`src/core/mdr_pkg.sv`:
```
// constants, codes and state type for the rounding/overflow sequencer
// assumes one 200 MHz clock and a host that decodes the request line
// Overview of operation
// - code 5 at a result state rounds and returns to idle
// - product rounding adds the bottom-half top bit into the top half
// - after product rounding: idle, bottom half cleared
// - quotient rounding sets quotient lsb unless the remainder is zero
// - after quotient rounding: idle, bottom half cleared
// - rounding works the same in integer and fractional mode
// - overflow cleared at each operation start, set on range violation
// - single fractional product overflows only for most negative times most negative; a single integer product never overflows
// - fractional product or accumulation outside 16-bit range overflows
// - fractional quotient outside 8-bit signed range overflows
// - integer division uses the same 8-bit signed quotient limits, unscaled
// - waiting states hold while the request line is high
// - code 7 reads top half, next clock with code 7 the bottom half
// - continual code 7 returns to idle within thirteen clocks
// - active-low master reset returns directly to idle
package mdr_pkg;
  localparam int DATA_W = 8;
  localparam logic [2:0] CODE_MAC = 3'h3;
  localparam logic [2:0] CODE_DIV = 3'h4;
  localparam logic [2:0] CODE_FRAC = 3'h5;
  localparam logic [2:0] CODE_INT = 3'h6;
  localparam logic [2:0] CODE_READ = 3'h7;
  localparam logic [2:0] CODE_ROUND = 3'h5;
  localparam int MUL_CYCLES = 8;
  localparam int DIV_CYCLES_INT = 10;
  localparam int DIV_CYCLES_FRAC = 9;
  localparam logic [15:0] ACC_RESET = 16'h0000;
  typedef enum logic [2:0] {
    st_idle, st_x, st_z, st_mul, st_div, st_mend, st_dend
  } state_type;
endpackage

```
`src/core/acc_if.sv`:
```
// carrier between the sequencer and the accumulator store
// assumes both ends share the system clock
`timescale 1ns/1ps
interface acc_if;
  logic we;
  logic [7:0] next_z;
  logic [7:0] next_w;
  logic [7:0] z;
  logic [7:0] w;
  logic [7:0] bus_q;
  modport ctrl (output we, output next_z, output next_w,
                input z, input w, input bus_q);
  modport store (input we, input next_z, input next_w,
                 output z, output w, output bus_q);
endinterface

```
`src/core/acc_regs.sv`:
```
// double-length accumulator store, top and bottom halves
// assumes the controller presents both next halves with one write strobe
`timescale 1ns/1ps
module acc_regs (
  input wire logic i_clk_sys,
  input wire logic i_sys_rst,
  input wire logic i_master_reset_n,
  acc_if.store acc
);
  // halves and a registered bus copy of the top half
  always_ff @(posedge i_clk_sys or negedge i_master_reset_n) begin
    if (!i_master_reset_n) begin
      acc.z <= mdr_pkg::ACC_RESET[15:8];
      acc.w <= mdr_pkg::ACC_RESET[7:0];
      acc.bus_q <= mdr_pkg::ACC_RESET[15:8];
    end else if (i_sys_rst) begin
      acc.z <= mdr_pkg::ACC_RESET[15:8];
      acc.w <= mdr_pkg::ACC_RESET[7:0];
      acc.bus_q <= mdr_pkg::ACC_RESET[15:8];
    end else if (acc.we) begin
      acc.z <= acc.next_z;
      acc.w <= acc.next_w;
      acc.bus_q <= acc.next_z; // bus always mirrors the top half
    end
  end
endmodule

```
`src/core/mul_div_round_overflow.sv`:
```
// sequencer for multiply, divide, rounding, overflow and wait states
// assumes the host holds code and request steady around each clock edge
`timescale 1ns/1ps
module mul_div_round_overflow (
  input wire logic i_clk_sys,
  input wire logic i_sys_rst,
  input wire logic i_master_reset_n,
  input wire logic [2:0] i_ins_code,
  input wire logic i_go_n,
  input wire logic [7:0] i_bus,
  output logic [7:0] o_bus,
  output logic o_bus_oe,
  output logic o_overflow_flag
);
  mdr_pkg::state_type state;
  mdr_pkg::state_type next_state;
  logic [7:0] x_op;
  logic [7:0] y_op;
  logic frac_mode;
  logic acc_mode;
  logic [3:0] busy_cnt;
  logic ovf_set;
  logic ovf_clr;
  logic [7:0] next_z;
  logic [7:0] next_w;
  logic acc_we;
  logic go;
  logic signed [17:0] prod;
  logic signed [17:0] mul_res;
  logic signed [16:0] dividend;
  logic signed [9:0] divisor;
  logic signed [16:0] quot;
  logic signed [16:0] rem;
  logic [8:0] round_sum;
  acc_if acc ();

  // 16-bit signed range check on a wider sum
  function automatic logic out16(input logic signed [17:0] v);
    out16 = (v > 18'sh07FFF) || (v < -18'sh08000);
  endfunction

  acc_regs u_acc (
    .i_clk_sys(i_clk_sys),
    .i_sys_rst(i_sys_rst),
    .i_master_reset_n(i_master_reset_n),
    .acc(acc.store)
  );

  assign go = !i_go_n;
  assign acc.we = acc_we;
  assign acc.next_z = next_z;
  assign acc.next_w = next_w;
  assign o_bus = acc.bus_q;

  // bus drive while reading at a result or idle state
  // read enable
  assign o_bus_oe = go && (i_ins_code == mdr_pkg::CODE_READ) &&
    (state == mdr_pkg::st_idle || state == mdr_pkg::st_mend ||
     state == mdr_pkg::st_dend);

  // product with fractional scaling and optional accumulation
  always_comb begin
    prod = 18'(signed'(x_op)) * 18'(signed'(y_op));
    if (frac_mode) begin
      prod = prod <<< 1;
    end
    mul_res = acc_mode ? prod + 18'(signed'({acc.z, acc.w})) : prod;
  end

  // quotient and remainder; remainder keeps the dividend sign
  always_comb begin
    dividend = 17'(signed'({acc.z, acc.w}));
    divisor = frac_mode ? 10'(signed'(x_op)) <<< 1 : 10'(signed'(x_op));
    if (x_op == 8'h00) begin
      quot = 17'sh00000;
      rem = 17'sh00000;
    end else begin
      quot = dividend / 17'(divisor);
      rem = dividend - 17'(quot * 17'(divisor));
    end
    round_sum = {1'b0, acc.z} + {8'h00, acc.w[7]};
  end

  // state and accumulator next values
  always_comb begin
    next_state = state;
    next_z = acc.z;
    next_w = acc.w;
    acc_we = 1'b0;
    ovf_set = 1'b0;
    ovf_clr = 1'b0;
    case (state)
      mdr_pkg::st_idle: begin
        if (go && i_ins_code == mdr_pkg::CODE_READ) begin
          next_z = acc.w; // continual reads swap halves
          next_w = acc.z;
          acc_we = 1'b1;
        end else if (go && (i_ins_code == mdr_pkg::CODE_FRAC ||
                   i_ins_code == mdr_pkg::CODE_INT)) begin
          next_state = mdr_pkg::st_x;
        end
      end
      mdr_pkg::st_x: begin
        if (go) begin
          if (i_ins_code == mdr_pkg::CODE_READ) begin
            next_state = mdr_pkg::st_idle;
          end else if (i_ins_code == mdr_pkg::CODE_DIV) begin
            next_z = i_bus;
            acc_we = 1'b1;
            next_state = mdr_pkg::st_z;
          end else begin
            ovf_clr = 1'b1;
            next_state = mdr_pkg::st_mul;
          end
        end
      end
      mdr_pkg::st_z: begin
        if (go) begin
          if (i_ins_code == mdr_pkg::CODE_READ) begin
            next_state = mdr_pkg::st_idle;
          end else begin
            next_w = i_bus;
            acc_we = 1'b1;
            ovf_clr = 1'b1;
            next_state = mdr_pkg::st_div;
          end
        end
      end
      mdr_pkg::st_mul: begin
        if (busy_cnt == 4'(mdr_pkg::MUL_CYCLES - 1)) begin
          next_z = mul_res[15:8];
          next_w = mul_res[7:0];
          acc_we = 1'b1;
          ovf_set = out16(mul_res);
          next_state = mdr_pkg::st_mend;
        end
      end
      mdr_pkg::st_div: begin
        if (busy_cnt == (frac_mode ? 4'(mdr_pkg::DIV_CYCLES_FRAC - 1) :
                         4'(mdr_pkg::DIV_CYCLES_INT - 1))) begin
          next_z = quot[7:0];
          next_w = rem[7:0];
          acc_we = 1'b1;
          ovf_set = (x_op == 8'h00) || (quot > 17'sh0007F) ||
                    (quot < -17'sh00080);
          next_state = mdr_pkg::st_dend;
        end
      end
      mdr_pkg::st_mend, mdr_pkg::st_dend: begin
        if (go) begin
          if (i_ins_code == mdr_pkg::CODE_READ) begin
            next_z = acc.w;
            next_w = acc.z;
            acc_we = 1'b1;
            next_state = mdr_pkg::st_idle;
          end else if (i_ins_code == mdr_pkg::CODE_ROUND) begin
            acc_we = 1'b1;
            next_w = 8'h00; // bottom cleared
            next_state = mdr_pkg::st_idle;
            if (state == mdr_pkg::st_mend) begin
              next_z = round_sum[7:0];
              ovf_set = !acc.z[7] && round_sum[7];
            end else begin
              next_z = {acc.z[7:1], acc.z[0] | (acc.w != 8'h00)};
            end
          end else if (i_ins_code == mdr_pkg::CODE_INT) begin
            next_state = mdr_pkg::st_x; // chain with a new operand
          end else begin
            next_state = mdr_pkg::st_idle;
          end
        end
      end
      default: begin
        next_state = mdr_pkg::st_idle;
      end
    endcase
  end

  // state register
  // master reset to idle
  always_ff @(posedge i_clk_sys or negedge i_master_reset_n) begin
    if (!i_master_reset_n) begin
      state <= mdr_pkg::st_idle;
    end else if (i_sys_rst) begin
      state <= mdr_pkg::st_idle;
    end else begin
      state <= next_state;
    end
  end

  // operand and mode capture
  always_ff @(posedge i_clk_sys or negedge i_master_reset_n) begin
    if (!i_master_reset_n) begin
      x_op <= 8'h00;
      y_op <= 8'h00;
      frac_mode <= 1'b1;
      acc_mode <= 1'b0;
    end else if (i_sys_rst) begin
      x_op <= 8'h00;
      y_op <= 8'h00;
      frac_mode <= 1'b1;
      acc_mode <= 1'b0;
    end else if (go && (state == mdr_pkg::st_idle ||
                 state == mdr_pkg::st_mend || state == mdr_pkg::st_dend) &&
                 next_state == mdr_pkg::st_x) begin
      x_op <= i_bus;
      frac_mode <= (i_ins_code == mdr_pkg::CODE_FRAC);
    end else if (state == mdr_pkg::st_x && next_state == mdr_pkg::st_mul) begin
      y_op <= i_bus;
      acc_mode <= (i_ins_code == mdr_pkg::CODE_MAC);
    end
  end

  // busy cycle counter
  always_ff @(posedge i_clk_sys or negedge i_master_reset_n) begin
    if (!i_master_reset_n) begin
      busy_cnt <= 4'h0;
    end else if (i_sys_rst || next_state != state) begin
      busy_cnt <= 4'h0;
    end else begin
      busy_cnt <= busy_cnt + 4'h1;
    end
  end

  // overflow flag, set wins over clear
  // sticky overflow
  always_ff @(posedge i_clk_sys or negedge i_master_reset_n) begin
    if (!i_master_reset_n) begin
      o_overflow_flag <= 1'b0;
    end else if (i_sys_rst) begin
      o_overflow_flag <= 1'b0;
    end else if (ovf_set) begin
      o_overflow_flag <= 1'b1;
    end else if (ovf_clr) begin
      o_overflow_flag <= 1'b0;
    end
  end
endmodule

```
`config.mk`:
```
export PLATFORM = sky130hd
export DESIGN_NAME = mul_div_round_overflow
export DESIGN_NICKNAME = d
export VERILOG_FILES = /design/src/core/mdr_pkg.sv /design/src/core/acc_if.sv /design/src/core/acc_regs.sv /design/src/core/mul_div_round_overflow.sv
export SDC_FILE = /design/constraint.sdc
export NUM_CORES = 1
export LEC_CHECK = 0
export ABC_AREA = 0
export BUFFER_PORTS_ARGS = -buffer_cell sky130_fd_sc_hd__buf_2
export CAP_MARGIN = 25
export CORE_UTILIZATION = 50
export CTS_BUF_LIST = sky130_fd_sc_hd__clkbuf_2
export CTS_CLUSTER_SIZE = 14
export DETAILED_ROUTE_END_ITERATION = 10
export GPL_TIMING_DRIVEN = 0
export HOLD_SLACK_MARGIN = 0.06
export PLACE_DENSITY_LB_ADDON = 0.25
export SLEW_MARGIN = 20
export SYNTH_ARGS = -nofsm -noshare
export SYNTH_HDL_FRONTEND = slang
export SYNTH_SLANG_ARGS = --single-unit
```
`constraint.sdc`:
```
create_clock -name i_clk_sys -period 48.5 [get_ports i_clk_sys]
set_input_delay 9.7 -clock i_clk_sys [delete_from_list [all_inputs] [get_ports i_clk_sys]]
set_output_delay 9.7 -clock i_clk_sys [all_outputs]
set_load 0.1 [all_outputs]
```
Word level (Yosys, flattened, before mapping)
Index checks and enable logic that the tools add are counted.
{"block": "op_classes", "muxes": 82, "n_reduce_logical": 29, "addsub": 4, "n_div": 1, "magnitude_cmp": 4, "mul": 2, "n_eq_ne": 34, "bitwise": 1}
{"op": "two-way mux 8 bit", "count": 29}
{"op": "one-hot mux 8 bit (5 select lines)", "count": 2}
{"op": "two-way mux 1 bit", "count": 33}
{"op": "!= test 4 bit, second input constant", "count": 8}
{"op": "two-way mux 3 bit", "count": 9}
{"op": "equality test 3 bit, second input constant", "count": 7}
{"op": "adder 17 x 16 -> 18 bit", "count": 1}
{"op": "greater-than comparator 18 x 16 -> 1 bit, second input constant", "count": 1}
{"op": "< comparator 18 x 16 -> 1 bit, second input constant", "count": 1}
{"op": "two-way mux 18 bit", "count": 1}
{"op": "!= test 3 bit, second input constant", "count": 6}
{"op": "one-hot mux 3 bit (6 select lines)", "count": 1}
{"op": "divider 17 x 17 -> 17 bit", "count": 1}
{"op": "greater-than comparator 17 x 8 -> 1 bit, second input constant", "count": 1}
{"op": "< comparator 17 x 8 -> 1 bit, second input constant", "count": 1}
{"op": "multiplier 17 x 9 -> 8 bit", "count": 1}
{"op": "two-way mux 17 bit", "count": 1}
{"op": "multiplier 8 x 8 -> 16 bit", "count": 1}
{"op": "two-way mux 16 bit", "count": 1}
{"op": "equality test 3 x 2 -> 1 bit, second input constant", "count": 4}
{"op": "AND reduction 11 bit", "count": 1}
{"op": "!= test 5 bit, second input constant", "count": 2}
{"op": "AND reduction 10 bit", "count": 1}
{"op": "AND reduction 9 bit", "count": 1}
{"op": "26 further kinds", "count": 42}
{"block": "totals", "wordCells": 167, "ff_bits": 42, "out_inout_bits": 10}

Longest topological paths before layout
{"block": "depth", "word_depth": 11, "ltp_mapped": 177, "mapped_depth_nobuf": 163}

Hierarchy
A second synthesis with hierarchy kept.
{"block": "hier_totals", "cells_unflattened": 2300, "hier_area_um2": 17012.6}
{"mod": "mul_div_round_overflow", "n_inst": 1, "area_each_um2": 16291.9, "cells_per_inst": 2240, "seq_area_each_um2": 651.9}
{"mod": "acc_regs", "n_inst": 1, "area_each_um2": 720.7, "cells_per_inst": 60, "seq_area_each_um2": 400.4}

Worst setup path after synthesis
Ideal clock, no wire load.
{"block": "synth_timing", "kind": "reg-to-reg", "start": "register frac_mode", "end": "register u_acc.acc.w[7]", "arrival_ps": 36680, "path_slack_ps": 11684, "path_stages_with_launch": 156, "required_ps": 48364, "synth_period_minus_slack_ps": 36816, "setup_time_ps": 136, "path_buffers": 15, "path_cell_list": "dfstp_2 > clkbuf_1 > clkbuf_1 > mux2i_1 > ha_1 > or4b_2 > nor3b_1 > o21a_1 > o21ai_2 > nor4_2 > o21ai_0 > ha_1 > o21a_1 > o21ai_0 > nand2b_1 > nand2_1 > o31ai_1 > and2_1 > (+120 left out) > nor2_1 > fa_1 > fa_1 > ha_1 > inv_1 > fa_1 > inv_1 > fa_1 > xnor2_1 > xnor2_1 > xnor2_1 > xnor2_1 > xnor2_1 > xnor2_1 > xnor3_1 > xnor3_1 > nand4_1 > or3b_2"}
{"block": "synth_via", "elab_chain_cells": 9, "word_cells_on_any_way": 20}
{"item": "from (decl)", "line": "mul_div_round_overflow.sv:19", "source": "logic frac_mode;"}
{"item": "from (signal assigned)", "line": "mul_div_round_overflow.sv:207", "source": "frac_mode <= (i_ins_code == mdr_pkg::CODE_FRAC);"}
{"item": "two-way mux 8 bit", "line": "mul_div_round_overflow.sv:73", "source": "divisor = frac_mode ? 10'(signed'(x_op)) <<< 1 : 10'(signed'(x_op));"}
{"item": "divider 17 x 17 -> 17 bit", "line": "mul_div_round_overflow.sv:78", "source": "quot = dividend / 17'(divisor);"}
{"item": "multiplier 17 x 9 -> 8 bit", "line": "mul_div_round_overflow.sv:79", "source": "rem = dividend - 17'(quot * 17'(divisor));"}
{"item": "subtractor 8 bit", "line": "mul_div_round_overflow.sv:79"}
{"item": "two-way mux 8 bit", "line": "mul_div_round_overflow.sv:74", "source": "if (x_op == 8'h00) begin"}
{"item": "two-way mux 8 bit", "line": "mul_div_round_overflow.sv:139", "source": "if (busy_cnt == (frac_mode ? 4'(mdr_pkg::DIV_CYCLES_FRAC - 1) :"}
{"item": "one-hot mux 8 bit (5 select lines)", "line": "mul_div_round_overflow.sv:92", "source": "case (state)"}
{"item": "two-way mux 8 bit", "line": "acc_regs.sv:20", "source": "end else if (acc.we) begin"}
{"item": "two-way mux 8 bit", "line": "acc_regs.sv:16", "source": "end else if (i_sys_rst) begin"}
{"item": "to (signal assigned)", "line": "acc_regs.sv:14", "source": "acc.w <= mdr_pkg::ACC_RESET[7:0];"}
{"item": "to (signal assigned)", "line": "acc_regs.sv:18", "source": "acc.w <= mdr_pkg::ACC_RESET[7:0];"}
{"item": "to (signal assigned)", "line": "acc_regs.sv:22", "source": "acc.w <= acc.next_w;"}
{"item": "to (decl)", "line": "acc_if.sv:14", "source": "output z, output w, output bus_q);"}
Several ways; a longest one is shown, not always the timed one. The select of a mux whose other input is x is not followed.
A chain may end at the register's enable or synchronous reset.

Worst setup path after layout
Same ends and word-level chain as after synthesis.

==> impl_metrics.yaml <==
detailed_routing:
  drc: 0
  vias_per_cell: 6.23
  drt-initial-drc-count: 1521
  wl_um: 52600
  wl_per_cell_um: 19.7
  routed-via-count: 16700
  drt-pass1-iter-count: 6
  ant_nets: 0
floorplan:
  design.die.area_mm2: 0.0333
  initial_core_util: 0.512
  io_pins: 25
  die_x_um: 182
  core_region_area_mm2: 0.0318
  rows: 65
  dieHeight_um: 182
sta:
  finalCriticalPeriod_ps: 45870
  drv_slew: 0
  worst_pin_slew_ps: 1000
  slew_headroom: 0.326
  skew_ps: 48.3
  finalHoldViolCount: 0
  setup_violations: 0
  fmax_mhz: 21.8
  period_share: 0.946
hold_path:
  hold_path_class: "register to register"
critical_path:
  arrival_ps: 46220
  r2r-start: "frac_mode$_DFFE_PN1P_"
  critPathCaptureType: "register"
  timing.rr.end: "u_acc.acc.w[7]$_DFFE_PN0P_"
  cpPeakStageDelay_ps: 760
  endpoint: "u_acc.acc.w[7]$_DFFE_PN0P_"
  r2r_setup_slack_ps: 2630
  cpMaxStageDelayCell: "a2111oi_0"
  critPathLaunch: "frac_mode$_DFFE_PN1P_"
  cp.required_ps: 48850
  crit_path_start_kind: "register"
  cpMostUsedCell: "ha_1"
  path_class: "register to register"
  worst-path-max-fanout: 10
  r2r.worst_path.cells: 156
finish:
  drive_above_1_share: 0.0656
  fin_nets: 2554
  num_antenna_cells: 0
  area_growth_pct: 5.83
  fin_cells: 2675
global_route:
  grt_max_degree: 43
  grt_pass1_vias: 15700
  grt_usage: 0.315
  overflow: 0
  antenna_found_initial: 0
  grt_pass1_wl_um: 84000
logic_synthesis:
  async_flop_share: 1.00
  synth.cell_area_mm2: 0.0163
  syn_inst: 2169
  syn_area_per_cell_um2: 7.51
  synth_top_area_cell: "ha_1"
  yosysTopAreaCellShare: 0.175
  ys_types: 95
  yosys-top-cells-area: "ha_1 18%, fa_1 8.9%, dfrtp_1 6.3%, xnor2_1 6.0%, nor2_1 5.4%"
  yosysSeqAreaShare: 0.0646
  yosys_warnings: 0
  synth_edf_count: 0
  synth_flop_cell: "dfrtp_1"
  ys_ff_latch: 42
placed_design:
  place_congestion: 0.984
  hpwlAfterDp_um: 42700
  port_buffers: 20
  dp.cells: 2660
clock_tree:
  cts_buffers: 5
  htree_levels: 2
  clkTransAtPathRegs_ps: 290
  clk-insertion-delay-late_ps: 480
  cts_sinks: 42
  tritoncts: "yes"
  cts_root_buffer: "clkbuf_2"
  cts_max_path_buffers: 2
  cts_hold_buf: 0
status:
  status: "finished, final reports clean"
job:
  cap_viol_max_count: 0
## cells in the final DEF (no fill, tap or decap), types with 26 or more instances in the layout
master,count
nand2_1,160
clkbuf_1,74
and2_1,51
xor2_1,43
inv_1,152
dfrtp_1,41
o211ai_1,27
a21o_1,38
nor2_1,232
nor3_1,73
mux2i_1,33
o21a_1,54
xnor2_1,111
nand3_1,40
a31oi_1,30
fa_1,72
mux2_2,48
o21ai_0,102
nand4_1,26
conb_1,37
ha_1,228
nand2b_1,32
a21oi_1,145
## synthesized netlist by cell type, types with 20 or more instances
| master | number |
|---|---|
| a211oi_1 | 20 |
| a21o_1 | 38 |
| a21oi_1 | 145 |
| a31oi_1 | 30 |
| and2_1 | 51 |
| clkbuf_1 | 75 |
| dfrtp_1 | 41 |
| fa_1 | 72 |
| ha_1 | 228 |
| inv_1 | 152 |
| mux2_2 | 48 |
| mux2i_1 | 34 |
| nand2_1 | 161 |
| nand2b_1 | 32 |
| nand3_1 | 40 |
| nand4_1 | 26 |
| nor2_1 | 233 |
| nor3_1 | 73 |
| o211ai_1 | 27 |
| o21a_1 | 54 |
| o21ai_0 | 102 |
| o31ai_1 | 25 |
| or3_1 | 22 |
| xnor2_1 | 112 |
| xor2_1 | 43 |
## worst min-delay path by stage
stage,from,to,depth (start not counted)
2_1_floorplan,busy_cnt[0]$_DFF_PN0_,busy_cnt[0]$_DFF_PN0_,1
3_3_place_gp,busy_cnt[0]$_DFF_PN0_,busy_cnt[0]$_DFF_PN0_,1
3_5_place_dp,busy_cnt[0]$_DFF_PN0_,busy_cnt[0]$_DFF_PN0_,1
4_1_cts,busy_cnt[0]$_DFF_PN0_,busy_cnt[0]$_DFF_PN0_,1
5_1_grt,busy_cnt[0]$_DFF_PN0_,busy_cnt[0]$_DFF_PN0_,1
6_report,busy_cnt[0]$_DFF_PN0_,busy_cnt[0]$_DFF_PN0_,1
## cell type report
| class | count | area, µm² |
|---|---|---|
| timing repair buffer | 28 | 169 |
| fill | 3090 | 14600 |
| sequential | 42 | 1050 |
| clock inverter | 3 | 23.8 |
| tap | 435 | 544 |
| clock buffer | 5 | 25.0 |
| buffer | 82 | 314 |
| multi-input combinational | 1925 | 14500 |
| inverter | 155 | 582 |
## sequential cells by signal (all words and copies together), names as in the netlist
register / flops
u_acc.acc.w: 8
u_acc.acc.z: 8
x_op: 8
y_op: 8
busy_cnt: 4
state: 3
acc_mode: 1
frac_mode: 1
o_overflow_flag: 1
## metal layers
metal | share of wire | GRT usage
met2 | 0.45 | 0.515
met5 | 0 | 0
met3 | 0.070 | 0.0297
met1 | 0.46 | 0.445
met4 | 0.023 | 0.0756
## stage by stage
| step | TNS (ps) | worst slack (ps) | hold slack [ps] | util | area, µm² |
|---|---|---|---|---|---|
| after floorplan | 0 | 11680 | 468 | - | 16400 |
| after global placement | 0 | 2170 | 496 | 0.536 | 17100 |
| final | 0 | 2630 | 530 | 0.542 | 17200 |
| after global routing | -72.8 | -72.8 | 560 | 0.542 | 17200 |
| after CTS | 0 | 2130 | 536 | 0.539 | 17100 |
| after detailed placement | 0 | 2370 | 506 | 0.537 | 17100 |
## cell families (layout without fill, tap and decap cells)
group           count (synthesis)  in the layout  share of synthesized area
flops                          42             42                     0.0646
other cells                     2             37                   0.000461
mux                            83             83                     0.0550
simple gates                  749            749                      0.225
buf+inv                       237            273                     0.0550
fa+ha+maj                     300            300                      0.264
xor+xnor                      157            157                     0.0862
compound gates                599            599                      0.250
## worst max-delay path, delay by kind of cell (launching register included)
family	cells	cell delay, ps
xor gates and xnor gates	9	2170
adders and majority gates	22	7770
buffers and inverters	21	7590
DFF	1	660
muxes	3	1540
AOI/OAI and AO/OA	60	16770
and+or+nand+nor	41	9150
## timing repair
action | in CTS | in global routing
buffers inserted | 0 | 4
gates resized for setup | 0 | 8
hold endpoints to repair | 0 | 0
setup endpoints to repair | 0 | 3
Power is not shown: default switching activity piles up to over one toggle a cycle in this logic, so the estimate is an artifact.
